$ cat src/rtl/homing_defs.svh
// Constants of the homing method sequencer
// Included by the package, the sequencer and the bench
`ifndef HOMING_DEFS_SVH
`define HOMING_DEFS_SVH
`define HOME_METHOD_FWD_FALL 8'sh03
`define HOME_METHOD_REV_RISE 8'sh04
`define HOME_METHOD_REV_FALL 8'sh05
`define HOME_METHOD_FWD_RISE 8'sh06
`define HOME_METHOD_REV_FAR_RISE 8'sh0d
`define HOME_METHOD_HERE 8'sh23
`define HOME_ACCEL_FLOOR 32'h0000_0001
`define HOME_TIME_UNIT_US 32'h0000_0064
`define HOME_CLK_MHZ 32'h0000_0019
`define HOME_UNIT_CYCLES (`HOME_TIME_UNIT_US * `HOME_CLK_MHZ)
`define HOME_LIMIT_RESET 16'hc350
`endif

$ cat src/rtl/homing_pkg.sv
// Types of the homing method sequencer
// No assumptions beyond the constants header
`include "homing_defs.svh"
package homing_pkg;
    typedef enum logic [2:0] {
        ST_IDLE,
        ST_SEARCH,
        ST_DECEL,
        ST_EDGE,
        ST_INDEX,
        ST_DONE,
        ST_FAULT
    } homing_state_e;
endpackage

$ cat src/rtl/homing_sync.sv
// Two-flop synchroniser for the switch and index pins
// Assumes pins are asynchronous to i_clk
`timescale 1ns/10ps
module homing_sync (
    // Clock and reset
    input wire logic i_clk,
    input wire logic i_reset,
    // Pin and synchronised level
    input wire logic i_pin,
    output logic o_level
);
    typedef struct packed {
        logic s1;
        logic s2;
    } sync_s;
    sync_s q, d;
    always_comb begin
        d = q;
        d.s1 = i_pin;
        d.s2 = q.s1;
    end
    always_ff @(posedge i_clk) begin
        if (i_reset) begin
            q <= '0;
        end else begin
            q <= d;
        end
    end
    assign o_level = q.s2;
endmodule // homing_sync

$ cat src/rtl/homing_method_sequencer.sv
// Homing sequencer: method decode, switch search, edge qualify, index latch
// Assumes position and motion profile are handled by the caller
`timescale 1ns/10ps
`include "homing_defs.svh"
module homing_method_sequencer
    import homing_pkg::*;
#(
    parameter int unsigned UNIT_CYCLES = `HOME_UNIT_CYCLES
) (
    // Clock and reset
    input wire logic i_clk,
    input wire logic i_reset,
    // Pins
    input wire logic i_home_switch,
    input wire logic i_index_pulse,
    // Settings
    input wire logic signed [7:0] i_method,
    input wire logic [31:0] i_speed_switch,
    input wire logic [31:0] i_speed_zero,
    input wire logic [31:0] i_accel,
    input wire logic [15:0] i_time_limit,
    // Motion handshake
    input wire logic i_start,
    input wire logic i_decel_done,
    input wire logic [31:0] i_position,
    // Results
    output logic o_busy,
    output logic o_dir_reverse,
    output logic [31:0] o_speed,
    output logic [31:0] o_accel,
    output logic o_decel_req,
    output logic o_home_found,
    output logic [31:0] o_home_position,
    output logic o_refused,
    output logic o_homing_timeout_fault
);
    // Method decode: {valid, reverse, want_rising, home_here}
    function automatic logic [3:0] decode(input logic signed [7:0] m);
        case (m)
            `HOME_METHOD_FWD_FALL: decode = 4'h8;
            `HOME_METHOD_REV_RISE: decode = 4'he;
            `HOME_METHOD_REV_FALL: decode = 4'hc;
            `HOME_METHOD_FWD_RISE: decode = 4'ha;
            `HOME_METHOD_REV_FAR_RISE: decode = 4'he;
            `HOME_METHOD_HERE: decode = 4'h9;
            default: decode = 4'h0;
        endcase
    endfunction

    typedef struct packed {
        homing_state_e st;
        logic rev;
        logic rise;
        logic sw_prev;
        logic idx_prev;
        logic [31:0] unit_cnt;
        logic [15:0] elapsed;
        logic busy;
        logic [31:0] speed;
        logic [31:0] accel;
        logic decel;
        logic found;
        logic [31:0] home_pos;
        logic refused;
        logic fault;
    } seq_s;

    seq_s q, d;
    logic sw;
    logic idx;
    logic [1:0] pins;
    logic [1:0] levels;
    logic [3:0] dec;
    logic sw_edge;

    // Pin synchronisers: bit 0 home switch, bit 1 index pulse
    assign pins = {i_index_pulse, i_home_switch};
    for (genvar g = 0; g < 2; g++) begin : g_sync
        homing_sync homing_sync_i (
            .i_clk(i_clk),
            .i_reset(i_reset),
            .i_pin(pins[g]),
            .o_level(levels[g])
        );
    end
    assign sw = levels[0];
    assign idx = levels[1];

    assign dec = decode(i_method);
    assign sw_edge = q.rise ? (sw && !q.sw_prev) : (!sw && q.sw_prev);

    always_comb begin
        d = q;
        d.sw_prev = sw;
        d.idx_prev = idx;
        d.refused = 1'b0;
        if (q.busy) begin
            if (q.unit_cnt == UNIT_CYCLES - 1) begin
                d.unit_cnt = '0;
                d.elapsed = q.elapsed + 16'h0001;
            end else begin
                d.unit_cnt = q.unit_cnt + 32'h1;
            end
        end
        case (q.st)
            ST_IDLE: begin
                if (i_start) begin
                    d.found = 1'b0;
                    d.fault = 1'b0;
                    d.elapsed = '0;
                    d.unit_cnt = '0;
                    if (!dec[3]) begin
                        d.refused = 1'b1;
                    end else if (dec[0]) begin
                        d.home_pos = i_position;
                        d.found = 1'b1;
                        d.st = ST_DONE;
                    end else begin
                        d.rev = dec[2];
                        d.rise = dec[1];
                        d.accel = (i_accel == 32'h0) ? `HOME_ACCEL_FLOOR : i_accel;
                        d.speed = i_speed_switch;
                        d.busy = 1'b1;
                        d.st = ST_SEARCH;
                    end
                end
            end
            ST_SEARCH: begin
                if (sw) begin
                    d.decel = 1'b1;
                    d.st = ST_DECEL;
                end
            end
            ST_DECEL: begin
                if (i_decel_done) begin
                    d.decel = 1'b0;
                    d.speed = i_speed_zero;
                    d.st = ST_EDGE;
                end
            end
            ST_EDGE: begin
                if (sw_edge) begin
                    d.st = ST_INDEX;
                end
            end
            ST_INDEX: begin
                if (idx && !q.idx_prev) begin
                    d.home_pos = i_position;
                    d.found = 1'b1;
                    d.busy = 1'b0;
                    d.speed = '0;
                    d.st = ST_DONE;
                end
            end
            ST_DONE, ST_FAULT: begin
                if (!i_start) begin
                    d.st = ST_IDLE;
                end
            end
            default: d.st = ST_IDLE;
        endcase
        if (q.busy && q.elapsed > i_time_limit) begin
            d.fault = 1'b1;
            d.busy = 1'b0;
            d.decel = 1'b0;
            d.speed = '0;
            d.st = ST_FAULT;
        end
    end

    always_ff @(posedge i_clk) begin
        if (i_reset) begin
            q <= '0;
            q.st <= ST_IDLE;
            q.accel <= `HOME_ACCEL_FLOOR;
        end else begin
            q <= d;
        end
    end

    assign o_busy = q.busy;
    assign o_dir_reverse = q.rev;
    assign o_speed = q.speed;
    assign o_accel = q.accel;
    assign o_decel_req = q.decel;
    assign o_home_found = q.found;
    assign o_home_position = q.home_pos;
    assign o_refused = q.refused;
    assign o_homing_timeout_fault = q.fault;
endmodule // homing_method_sequencer

$ cat config.mk
export PLATFORM = sky130hd
export DESIGN_NAME = homing_method_sequencer
export DESIGN_NICKNAME = d
export VERILOG_FILES = /design/src/rtl/homing_pkg.sv /design/src/rtl/homing_sync.sv /design/src/rtl/homing_method_sequencer.sv
export VERILOG_INCLUDE_DIRS = /design/src /design/src/rtl
export SDC_FILE = /design/constraint.sdc
export NUM_CORES = 1
export LEC_CHECK = 0
export BUFFER_PORTS_ARGS = -buffer_cell sky130_fd_sc_hd__buf_2
export CORE_MARGIN = 2
export CORE_UTILIZATION = 50
export CTS_CLUSTER_SIZE = 28
export DETAILED_ROUTE_END_ITERATION = 6
export PLACE_DENSITY = 0.82
export SETUP_SLACK_MARGIN = 0.4
export SYNTH_ARGS = -nofsm -noshare
export SYNTH_HDL_FRONTEND = slang
export SYNTH_HIERARCHICAL = 1
export SYNTH_SLANG_ARGS = --single-unit
$ cat constraint.sdc
create_clock -name i_clk -period 3.39 [get_ports i_clk]
set_clock_uncertainty 0.15 [all_clocks]
set_input_delay 0.1695 -clock i_clk [delete_from_list [all_inputs] [get_ports i_clk]]
set_output_delay 0.1695 -clock i_clk [all_outputs]
set_load 0.05 [all_outputs]
==> results of run 1 <==
## routing by layer
metal	routed length, microns	GRT usage	vias up
met3	1690	0.0780	91
met4	1100	0.168	0
met1	9050	0.296	3697
met5	0	0	-
li1	-	-	3810
met2	11900	0.488	404
## power by group through the flow
stage / Combinational [mW] / Clock [mW] / Sequential [mW]
final: 0.432 / 2.00 / 1.91
after global routing: 0.463 / 2.10 / 1.91
after CTS: 0.411 / 2.03 / 1.91
after detailed placement: 0.307 / 0 / 1.95
after global placement: 0.302 / 0 / 1.95
after floorplan: 0.177 / 0 / 1.95
## repair_timing
item / CTS / global route
endpoints found under the hold margin: 100 / 0
setup endpoints to repair: 0 / 33
hold buffers: 135 / 0
resized for setup: 0 / 10
## worst register-to-register path, stage by stage, from the launching register on
cell and delay [ns]:
dfxtp_2 0.49, nor2b_2 0.26, nand2_1 0.14, a221oi_4 0.32, nand3_1 0.10, buf_4 0.26, a221oi_1 0.32, dlygate4sd3_1 0.61
nor3_1 0.05
## placed cells by master (no fill, tap or decap), types with 2 or more instances in the layout
master,Yosys,layout
nor2b_1,10,8
or3_1,6,6
nor2_1,59,58
clkbuf_1,48,2
or2_2,2,2
ha_1,18,18
nand3b_1,4,4
clkbuf_16,0,17
nand2_1,126,126
o21ai_0,12,12
nand2b_1,6,6
nor4_4,1,2
dfxtp_2,0,2
inv_1,24,24
buf_4,97,15
nand3_1,55,55
or4_1,3,3
and2_1,3,3
and4_1,2,2
nor4b_1,3,3
diode_2,0,3
mux2i_1,4,4
nor4_1,13,13
nor2b_2,0,2
nor3_1,43,42
and3_1,14,14
a221oi_1,33,32
xor2_1,27,27
bufinv_16,0,4
xnor2_1,15,15
dfxtp_1,160,158
a31oi_1,35,35
a21oi_1,86,86
buf_2,11,259
nor3b_1,3,3
clkinvlp_4,0,6
dlygate4sd3_1,0,135
nand4_1,15,15
## per-stage QoR
| stage | cells | power, mW |
|---|---|---|
| 3_3_place_gp | 1287 | 2.25 |
| 3_5_place_dp | 1287 | 2.26 |
| 4_1_cts | 1454 | 4.35 |
| 5_1_grt | 1455 | 4.48 |
| 2_1_floorplan | 958 | 2.13 |
| 6_report | 1457 | 4.34 |
## final cells by class
cell class                 count  area, sq um
sequential                   160         3210
antenna                        3         7.51
clock buffer                  19          433
inverter                      24         90.1
clock inverter                13          188
tap                          211          264
fill                        1129         4670
timing repair buffer         410         2780
multi-input combinational    617         3620
## logic make-up (layout without fill, tap and decap cells)
| family | Yosys count | after routing | share of synthesized area |
|---|---|---|---|
| AND/OR/NAND/NOR | 376 | 376 | 0.235 |
| other | 0 | 3 | 0 |
| flip-flops | 160 | 160 | 0.409 |
| buffers and inverters | 181 | 466 | 0.136 |
| XOR/XNOR | 42 | 42 | 0.0470 |
| adder cells (fa/ha/maj) | 18 | 18 | 0.0288 |
| AO/OA/AOI/OAI | 177 | 177 | 0.139 |
| multiplexers | 4 | 4 | 0.00511 |
## sequential cells by signal, indices dropped and copies added (netlist names)
| register | flops |
|---|---|
| o_speed | 32 |
| o_dir_reverse | 1 |
| o_busy | 1 |
| o_home_found | 1 |
| g_sync.homing_sync_i/o_level | 2 |
| o_refused | 1 |
| o_home_position | 32 |
| q | 54 |
| o_homing_timeout_fault | 1 |
| g_sync.homing_sync_i/d | 2 |
| o_decel_req | 1 |
| o_accel | 32 |
## final timing paths
| check | start | end | slack [ns] | cells after the start |
|---|---|---|---|---|
| min reg2reg | g_sync[1].homing_sync_i/d[0] | g_sync[1].homing_sync_i/o_level | 0.29 | 1 |
| max reg2reg | q[154] | o_speed[7] | 0.57 | 8 |
| min | i_decel_done | o_decel_req | 0.02 | 4 |
| max | q[154] | o_speed[7] | 0.57 | 8 |
==> metrics.cfg, run 1 <==
[timing]
fmax_mhz = 354
timing.hold.ws_ns = 0.0201
setup_slack_ns = 0.565
slew_headroom = 0.295
fin_crit_ns = 2.82
fin_crit_sh = 0.833
slew_viol_final = 0
max_slew.worst_pin.slew_ns = 1.06
setup_viol = 0
rsz0062_at_grt = false
hold_viol = 0
setup_tns_ns = 0

[cts]
clockRootBuffer = clkbuf_16
cts_setup_buffers = 0
cts-htree-levels = 4
clkSlewWorstSetupHoldPaths_ns = 0.06
clock_latency_ns = 0.42
cts_sinks = 160
clockBufferDepth = 2
cts_tree = done
cts_made_buffers = 17

[power]
power.internal_mw = 3.34
ir_drop_mv = 0.372
comb_power_share = 0.099
pwr-share-seq = 0.439
pwr-share-clk = 0.461
switchingPower_mw = 1.00
p_sw_frac = 0.231
p_per_area_nw_per_um2 = 410
power_leakage_nw = 4.52

[synthesis]
syn_area_per_cell_sq_um = 8.17
synth_common_cells = dfxtp_1 (160), nand2_1 (126), buf_4 (97)
synthCells = 958
synth_edf_count = 0
synthDominantCellAreaShare = 0.409
ys_top_cells_by_area = dfxtp_1 (41%), buf_4 (9.3%), nand2_1 (6.0%)
syn_nets = 1134
yosys.cell_count.top_type = dfxtp_1
ys_warn_count = 6
synth_seq_cells = 160
netlist.top_cell.by_area = dfxtp_1
synth-main-ff-cell = dfxtp_1
async_flop_share = 0
seq_area_frac_synth = 0.409
ys_types = 51
synthesis.area_sq_um = 7830

[critical_path]
critPathMaxStageDelay_ns = 0.61
cp-end-kind = flop
cp.buffers_inverters = 2
required_ns = 3.53
critPathLaunchType = flop
critPathSlowestCell = dlygate4sd3_1
critPathMaxFanout = 32
cp_top_family = buffers and inverters
cp.arrival_ns = 2.96
critPathKind = reg -> reg
path_cells = nor2b_2 -> nand2_1 -> a221oi_4 -> nand3_1 -> buf_4 -> a221oi_1 -> dlygate4sd3_1 -> nor3_1

[floorplan]
die_x_microns = 129
die_h_microns = 129
rows = 45
ios = 260
start_util = 0.513
core-area_sq_um = 15300
die_area_sq_um = 16700

[layout]
stdcell_area_sq_um = 10600
fin_util = 0.694
area_growth_pct = 35.3
drive_gt1_frac = 0.262
final_nets = 1406

[drt]
drt_wl_total_microns = 23700
drt_first_pass_iters = 7
drtIter0Drc = 523
avgRoutedWirePerCell_microns = 16.3
viasPerCell = 5.49
drt.antenna.violating_nets = 0
drcViolationCount = 0
num_vias = 8002

[worst_hold_path]
hold_path_class = in -> reg

[placed_design]
placed_area_sq_um = 8570
portBuffers = 259
dp_hpwl_microns = 13700
gp_congestion = 0.847
dp_slack_ns = 0.628

[job]
max-cap-violations = 0

[global_routing]
grt_pass1_vias = 7809
overflow = 0
grt_max_degree = 52
grt_pass1_wl_microns = 37300
antenna_found_initial = 2
grt_usage = 0.278

[run_status]
status = finished, final reports clean

Power figures use the tool's default switching activity.
==> run 2, diff against run 1 <==
==> constraint.sdc (replaced) <==
create_clock -name i_clk -period 2.9 [get_ports i_clk]
set_clock_uncertainty 0.15 [all_clocks]
set_input_delay 0.145 -clock i_clk [delete_from_list [all_inputs] [get_ports i_clk]]
set_output_delay 0.145 -clock i_clk [all_outputs]
set_load 0.05 [all_outputs]
==> metrics.cfg, run 2 (synthesized netlist as in run 1, its figures left out) <==
[critical_path]
r2r_cells = 8  ; unchanged
required_ns = 3.08  ; was 3.53 ns
worstReg2RegStart = q[106]  ; was q[154]
reg2reg_to = o_speed[7]  ; unchanged
critPathKind = reg -> reg  ; unchanged
critPathSlowestCell = or4_4  ; was dlygate4sd3_1
critPathMaxStageDelay_ns = 0.56  ; was 0.61 ns
path_cells = ha_1 -> nand2_1 -> or4_4 -> o21ai_4 -> a31oi_4 -> or2_4 -> buf_12 -> nor3_1  ; was nor2b_2 -> nand2_1 -> a221oi_4 -> nand3_1 -> buf_4 -> a221oi_1 -> dlygate4sd3_1 -> nor3_1
cp.depth = 8  ; unchanged
cp_top_family = simple AND/OR/NAND/NOR gates  ; was buffers and inverters
cp.arrival_ns = 2.61  ; was 2.96 ns
critPathMaxFanout = 18  ; was 32
cp-end-kind = flop  ; unchanged
r2r_slack_ns = 0.47  ; was 0.57 ns
critPathLaunchType = flop  ; unchanged
cp.buffers_inverters = 1  ; was 2

[timing]
fin_crit_ns = 2.43  ; was 2.82 ns
fin_crit_sh = 0.837  ; was 0.833
fmax_mhz = 412  ; was 354 MHz
max_slew.worst_pin.slew_ns = 0.771  ; was 1.06 ns
setup_tns_ns = 0  ; unchanged
slew_headroom = 0.486  ; was 0.295
slew_viol_final = 0  ; unchanged
hold_viol = 0  ; unchanged
rsz0062_at_grt = false  ; unchanged
setup_viol = 0  ; unchanged
timing.hold.ws_ns = 0.183  ; was 0.0201 ns

[power]
pwr-share-clk = 0.469  ; was 0.461
power_leakage_nw = 4.54  ; was 4.52 nW
switchingPower_mw = 1.20  ; was 1.00 mW
ir_drop_mv = 0.395  ; was 0.372 mV
p_per_area_nw_per_um2 = 483  ; was 410 nW/um^2
p_sw_frac = 0.228  ; was 0.231
pwr-share-seq = 0.426  ; was 0.439
comb_power_share = 0.104  ; was 0.099
power.internal_mw = 4.04  ; was 3.34 mW

[floorplan]
rows = 45  ; unchanged
die_x_microns = 129  ; unchanged
die_h_microns = 129  ; unchanged
ios = 260  ; unchanged
start_util = 0.513  ; unchanged
core-area_sq_um = 15300  ; unchanged
die_area_sq_um = 16700  ; unchanged

[drt]
drt_first_pass_iters = 5  ; was 7
avgRoutedWirePerCell_microns = 16.7  ; was 16.3 microns
drcViolationCount = 0  ; unchanged
drtIter0Drc = 547  ; was 523
drt.antenna.violating_nets = 0  ; unchanged
viasPerCell = 5.49  ; about the same
num_vias = 8049  ; was 8002
drt_wl_total_microns = 24400  ; was 23700 microns

[cts]
cts_setup_buffers = 0  ; unchanged
clockBufferDepth = 2  ; unchanged
cts_made_buffers = 17  ; unchanged
cts_tree = done  ; unchanged
cts_sinks = 160  ; unchanged
cts-htree-levels = 4  ; unchanged
clock_latency_ns = 0.42  ; about the same
clockRootBuffer = clkbuf_16  ; unchanged
clkSlewWorstSetupHoldPaths_ns = 0.06  ; about the same

[placed_design]
gp_congestion = 0.843  ; was 0.847
dp_hpwl_microns = 13800  ; was 13700 microns
portBuffers = 259  ; unchanged

[global_routing]
grt_pass1_vias = 7837  ; was 7809
grt_max_degree = 75  ; was 52
overflow = 0  ; unchanged
antenna_found_initial = 0  ; was 2
grt_usage = 0.281  ; was 0.278
grt_pass1_wl_microns = 37500  ; was 37300 microns

[layout]
drive_gt1_frac = 0.282  ; was 0.262
mostFrequentLayoutCells = buf_2 (259), dfxtp_1 (154), dlygate4sd3_1 (138), nand2_1 (126), a21oi_1 (86)  ; was buf_2 (259), dfxtp_1 (158), dlygate4sd3_1 (135), nand2_1 (126), a21oi_1 (86)
layout_commonest_cell = buf_2  ; unchanged
area_growth_pct = 38.3  ; was 35.3%
final_nets = 1414  ; was 1406
fill_cells = 1078  ; was 1129
largest_register_ffs = 54  ; unchanged
fin_util = 0.710  ; was 0.694
regMostFlops = q  ; unchanged

[worst_hold_path]
hold_path_class = in -> reg  ; unchanged
min_from = i_start  ; was i_decel_done
hold_end = o_home_found  ; was o_decel_req
hold_depth = 5  ; was 4

[run_status]
status = finished, final reports clean  ; unchanged

[job]
max-cap-violations = 0  ; unchanged

-- run 2: cell types whose count changed in the layout (fill, tap and decap cells not counted), sizes merged --
cell / before / now
buf: 275 / 280
inv: 25 / 26
bufinv: 4 / 5
clkinvlp: 6 / 0
clkbuf: 19 / 18
clkinv: 2 / 7
dlygate4sd3: 135 / 138
-- run 2: worst reg2reg max path, cell delays in order (launching register included) --
cell,delay (ns)
dfxtp_1,0.35
ha_1,0.31
nand2_1,0.07
or4_4,0.56
o21ai_4,0.16
a31oi_4,0.06
or2_4,0.30
buf_12,0.17
nor3_1,0.21
-- run 2: metrics by stage --
stage	power (mW)	instance area [sq um]	instances	worst slack, ns
after global routing	5.38	10800	1462	0.403
final	5.23	10800	1465	0.473
after global placement	2.64	8620	1291	0.403
after CTS	5.23	10700	1462	0.401
after detailed placement	2.64	8620	1291	0.335
after floorplan	2.49	7830	958	0.452
-- run 2: worst max-delay path by stage --
stage	from	to
2_1_floorplan	o_busy	q[147]
3_3_place_gp	q[114]	o_speed[1]
3_5_place_dp	q[116]	o_speed[11]
4_1_cts	q[117]	q[147]
5_1_grt	q[106]	o_speed[7]
6_report	q[106]	o_speed[7]
-- run 2: per-layer routing --
metal,GRT usage,share of wire,vias to the layer above
li1,-,-,3820
met1,0.307,0.38,3712
met2,0.497,0.50,418
met3,0.0760,0.075,99
met4,0.151,0.042,0
met5,0,0,-
-- run 2: timing repair --
action | in CTS | in global routing
setup endpoints to repair | 35 | 82
hold buffers | 138 | 0
hold endpoints to repair | 104 | 0
resized for setup | 13 | 21
pin swaps | 3 | 3
gates cloned | 1 | 0
-- run 2: power groups by stage --
| stage | Sequential [mW] | Clock (mW) | Combinational, mW |
|---|---|---|---|
| floorplan | 2.28 | 0 | 0.206 |
| finish | 2.23 | 2.46 | 0.547 |
| CTS | 2.23 | 2.48 | 0.517 |
| global route | 2.23 | 2.57 | 0.578 |
| detailed placement | 2.28 | 0 | 0.361 |
| global placement | 2.28 | 0 | 0.357 |
-- run 2: cell type report --
cell class / instances / area, sq um / share of cell area
sequential: 160 / 3210 / 0.297
clock inverter: 14 / 210 / 0.0194
inverter: 24 / 90.1 / 0.00832
antenna: 3 / 7.51 / 0.000693
tap: 211 / 264 / 0.0244
clock buffer: 18 / 439 / 0.0405
timing repair buffer: 418 / 2880 / 0.266
multi-input combinational: 617 / 3720 / 0.344
==> run 3, diff against run 2 <==
--- a/config.mk
+++ b/config.mk
@@ -8,10 +8,10 @@
 export LEC_CHECK = 0
 export BUFFER_PORTS_ARGS = -buffer_cell sky130_fd_sc_hd__buf_2
 export CORE_MARGIN = 2
-export CORE_UTILIZATION = 50
+export CORE_UTILIZATION = 46
 export CTS_CLUSTER_SIZE = 28
 export DETAILED_ROUTE_END_ITERATION = 6
-export PLACE_DENSITY = 0.82
+export PLACE_DENSITY = 0.8
 export SETUP_SLACK_MARGIN = 0.4
 export SYNTH_ARGS = -nofsm -noshare
 export SYNTH_HDL_FRONTEND = slang
==> constraint.sdc (replaced) <==
create_clock -name i_clk -period 2.2 [get_ports i_clk]
set_clock_uncertainty 0.15 [all_clocks]
set_input_delay 0.11 -clock i_clk [delete_from_list [all_inputs] [get_ports i_clk]]
set_output_delay 0.11 -clock i_clk [all_outputs]
set_load 0.05 [all_outputs]
==> metrics.cfg, run 3 (synthesized netlist as in run 1, its figures left out) <==
[cts]
clockBufferDepth = 2  ; unchanged
cts-htree-levels = 4  ; unchanged
clock_latency_ns = 0.42  ; about the same
cts_made_buffers = 17  ; unchanged
clockRootBuffer = clkbuf_16  ; unchanged
cts_sinks = 160  ; unchanged
cts_tree = done  ; unchanged
clkSlewWorstSetupHoldPaths_ns = 0.06  ; about the same

[timing]
slew_viol_final = 0  ; unchanged
setup_slack_ns = -0.232  ; was 0.473 ns
setup_tns_ns = -12.42  ; was 0 ns
hold_viol = 0  ; unchanged
fin_crit_ns = 2.43  ; about the same
setup_viol = 82  ; was 0
max_slew.worst_pin.slew_ns = 0.715  ; was 0.771 ns
timing.hold.ws_ns = 0.0518  ; was 0.183 ns
fin_crit_sh = 1.11  ; was 0.837
slew_headroom = 0.523  ; was 0.486
rsz0062_at_grt = true  ; was false
fmax_mhz = 411  ; was 412 MHz

[critical_path]
r2r_slack_ns = -0.23  ; was 0.47 ns
reg2reg_to = o_speed[30]  ; was o_speed[7]
r2r_cells = 8  ; unchanged
critPathLaunchType = flop  ; unchanged
critPathKind = reg -> reg  ; unchanged
cp-end-kind = flop  ; unchanged
critPathMaxFanout = 8  ; was 18
required_ns = 2.35  ; was 3.08 ns
worstReg2RegStart = q[110]  ; was q[106]
cp.arrival_ns = 2.58  ; was 2.61 ns

[job]
max-cap-violations = 0  ; unchanged

[floorplan]
die_h_microns = 134  ; was 129 microns
core-area_sq_um = 16600  ; was 15300 sq um
ios = 260  ; unchanged
die_area_sq_um = 18100  ; was 16700 sq um
rows = 47  ; was 45
die_x_microns = 134  ; was 129 microns
start_util = 0.472  ; was 0.513

[drt]
drt_first_pass_iters = 5  ; unchanged
drt.antenna.violating_nets = 0  ; unchanged
num_vias = 8684  ; was 8049
drt_wl_total_microns = 27800  ; was 24400 microns
drcViolationCount = 0  ; unchanged
avgRoutedWirePerCell_microns = 18.0  ; was 16.7 microns
drtIter0Drc = 718  ; was 547
viasPerCell = 5.61  ; was 5.49

[layout]
ff_latch_area_sq_um = 3230  ; was 3210 sq um
mostFrequentLayoutCells = buf_2 (259), dfxtp_1 (147), dlygate4sd3_1 (137), nand2_1 (119), a21oi_1 (63)  ; was buf_2 (259), dfxtp_1 (154), dlygate4sd3_1 (138), nand2_1 (126), a21oi_1 (86)
largest_register_ffs = 54  ; unchanged
fill_cells = 1069  ; was 1078
layout_commonest_cell = buf_2  ; unchanged
multi_input_area_sq_um = 4230  ; was 3720 sq um
regMostFlops = q  ; unchanged
fin_util = 0.732  ; was 0.710
final_nets = 1487  ; was 1414
drive_gt1_frac = 0.400  ; was 0.282
stdcell_area_sq_um = 12100  ; was 10800 sq um
area_growth_pct = 55.0  ; was 38.3%

[global_routing]
grt_pass1_wl_microns = 41300  ; was 37500 microns
overflow = 0  ; unchanged
grt_max_degree = 56  ; was 75
grt_usage = 0.283  ; was 0.281
antenna_found_initial = 1  ; was 0
grt_pass1_vias = 8465  ; was 7837

[power]
p_sw_frac = 0.254  ; was 0.228
power_leakage_nw = 5.01  ; was 4.54 nW
pwr-share-clk = 0.425  ; was 0.469
total_power_mw = 6.59  ; was 5.23 mW
comb_power_share = 0.130  ; was 0.104
switchingPower_mw = 1.68  ; was 1.20 mW
pwr-share-seq = 0.446  ; was 0.426
power.internal_mw = 4.91  ; was 4.04 mW
p_per_area_nw_per_um2 = 543  ; was 483 nW/um^2
ir_drop_mv = 0.578  ; was 0.395 mV

[worst_hold_path]
min_from = i_method[3]  ; was i_start
hold_end = q[151]  ; was o_home_found
hold_depth = 5  ; unchanged
hold_path_class = in -> reg  ; unchanged

[placed_design]
dp_hpwl_microns = 14500  ; was 13800 microns
portBuffers = 259  ; unchanged
placed_area_sq_um = 9340  ; was 8620 sq um
gp_congestion = 0.827  ; was 0.843

[run_status]
violations = setup timing
status = finished, violations left  ; was finished, final reports clean

-- run 3: changes by cell type in the layout (fill, tap and decap cells not counted), sizes merged --
cell	before	now
clkinv	7	3
bufinv	5	1
buf	280	347
or3	7	8
clkinvlp	0	3
clkbuf	18	26
diode	3	4
inv	26	29
dlygate4sd3	138	137
-- run 3: cell type report --
class / count / share of cell area
diodes: 4 / 0.000824
clock buffers: 20 / 0.0360
clock inverters: 12 / 0.00897
inverters: 24 / 0.00742
multi-input cells: 618 / 0.349
flip-flops and latches: 160 / 0.266
well taps: 220 / 0.0227
repair buffers: 490 / 0.310
-- run 3: worst max-delay path by stage --
stage	start	endpoint	cells past startpoint
after floorplan	o_busy	q[147]	7
final	q[110]	o_speed[30]	8
after global routing	q[110]	o_speed[26]	8
after detailed placement	q[111]	o_speed[10]	8
after CTS	q[110]	o_speed[10]	8
after global placement	q[111]	o_speed[5]	8
-- run 3: what timing repair did --
item                                   4_1_cts  5_1_grt
buffers inserted                            12        3
setup endpoints to repair                  120      139
pin swaps                                   41       20
gates resized for setup                     65       59
endpoints found under the hold margin      101        0
hold buffers                               137        0
cloned                                       5        7
-- run 3: worst max-delay path, cell delays in order (launching register included) --
cell and delay, ns:
dfxtp_4 0.36, ha_4 0.26, nand4_1 0.12, or4_4 0.55, a21o_1 0.20, a31oi_4 0.17
or2_4 0.25, clkbuf_16 0.20, nor3_2 0.04
-- run 3: stage by stage --
step | cells | setup slack (ns)
global placement | 1348 | -0.128
floorplan | 958 | -0.134
CTS | 1534 | -0.159
detailed placement | 1348 | -0.194
finish | 1548 | -0.232
global route | 1545 | -0.278
-- run 3: per-layer routing --
| metal | vias to the layer above | GRT usage | wire (microns) |
|---|---|---|---|
| met4 | 0 | 0.150 | 1300 |
| met1 | 4072 | 0.320 | 10500 |
| met5 | - | 0 | 0 |
| met3 | 119 | 0.0687 | 2110 |
| met2 | 507 | 0.493 | 13900 |
| li1 | 3986 | - | - |
-- run 3: power groups by stage --
stage	sequential, mW	combinational [mW]	clock [mW]
floorplan	3.01	0.312	0
global placement	3.00	0.523	0
detailed placement	3.00	0.531	0
CTS	2.94	0.767	2.83
global route	2.94	0.897	2.96
finish	2.94	0.853	2.80
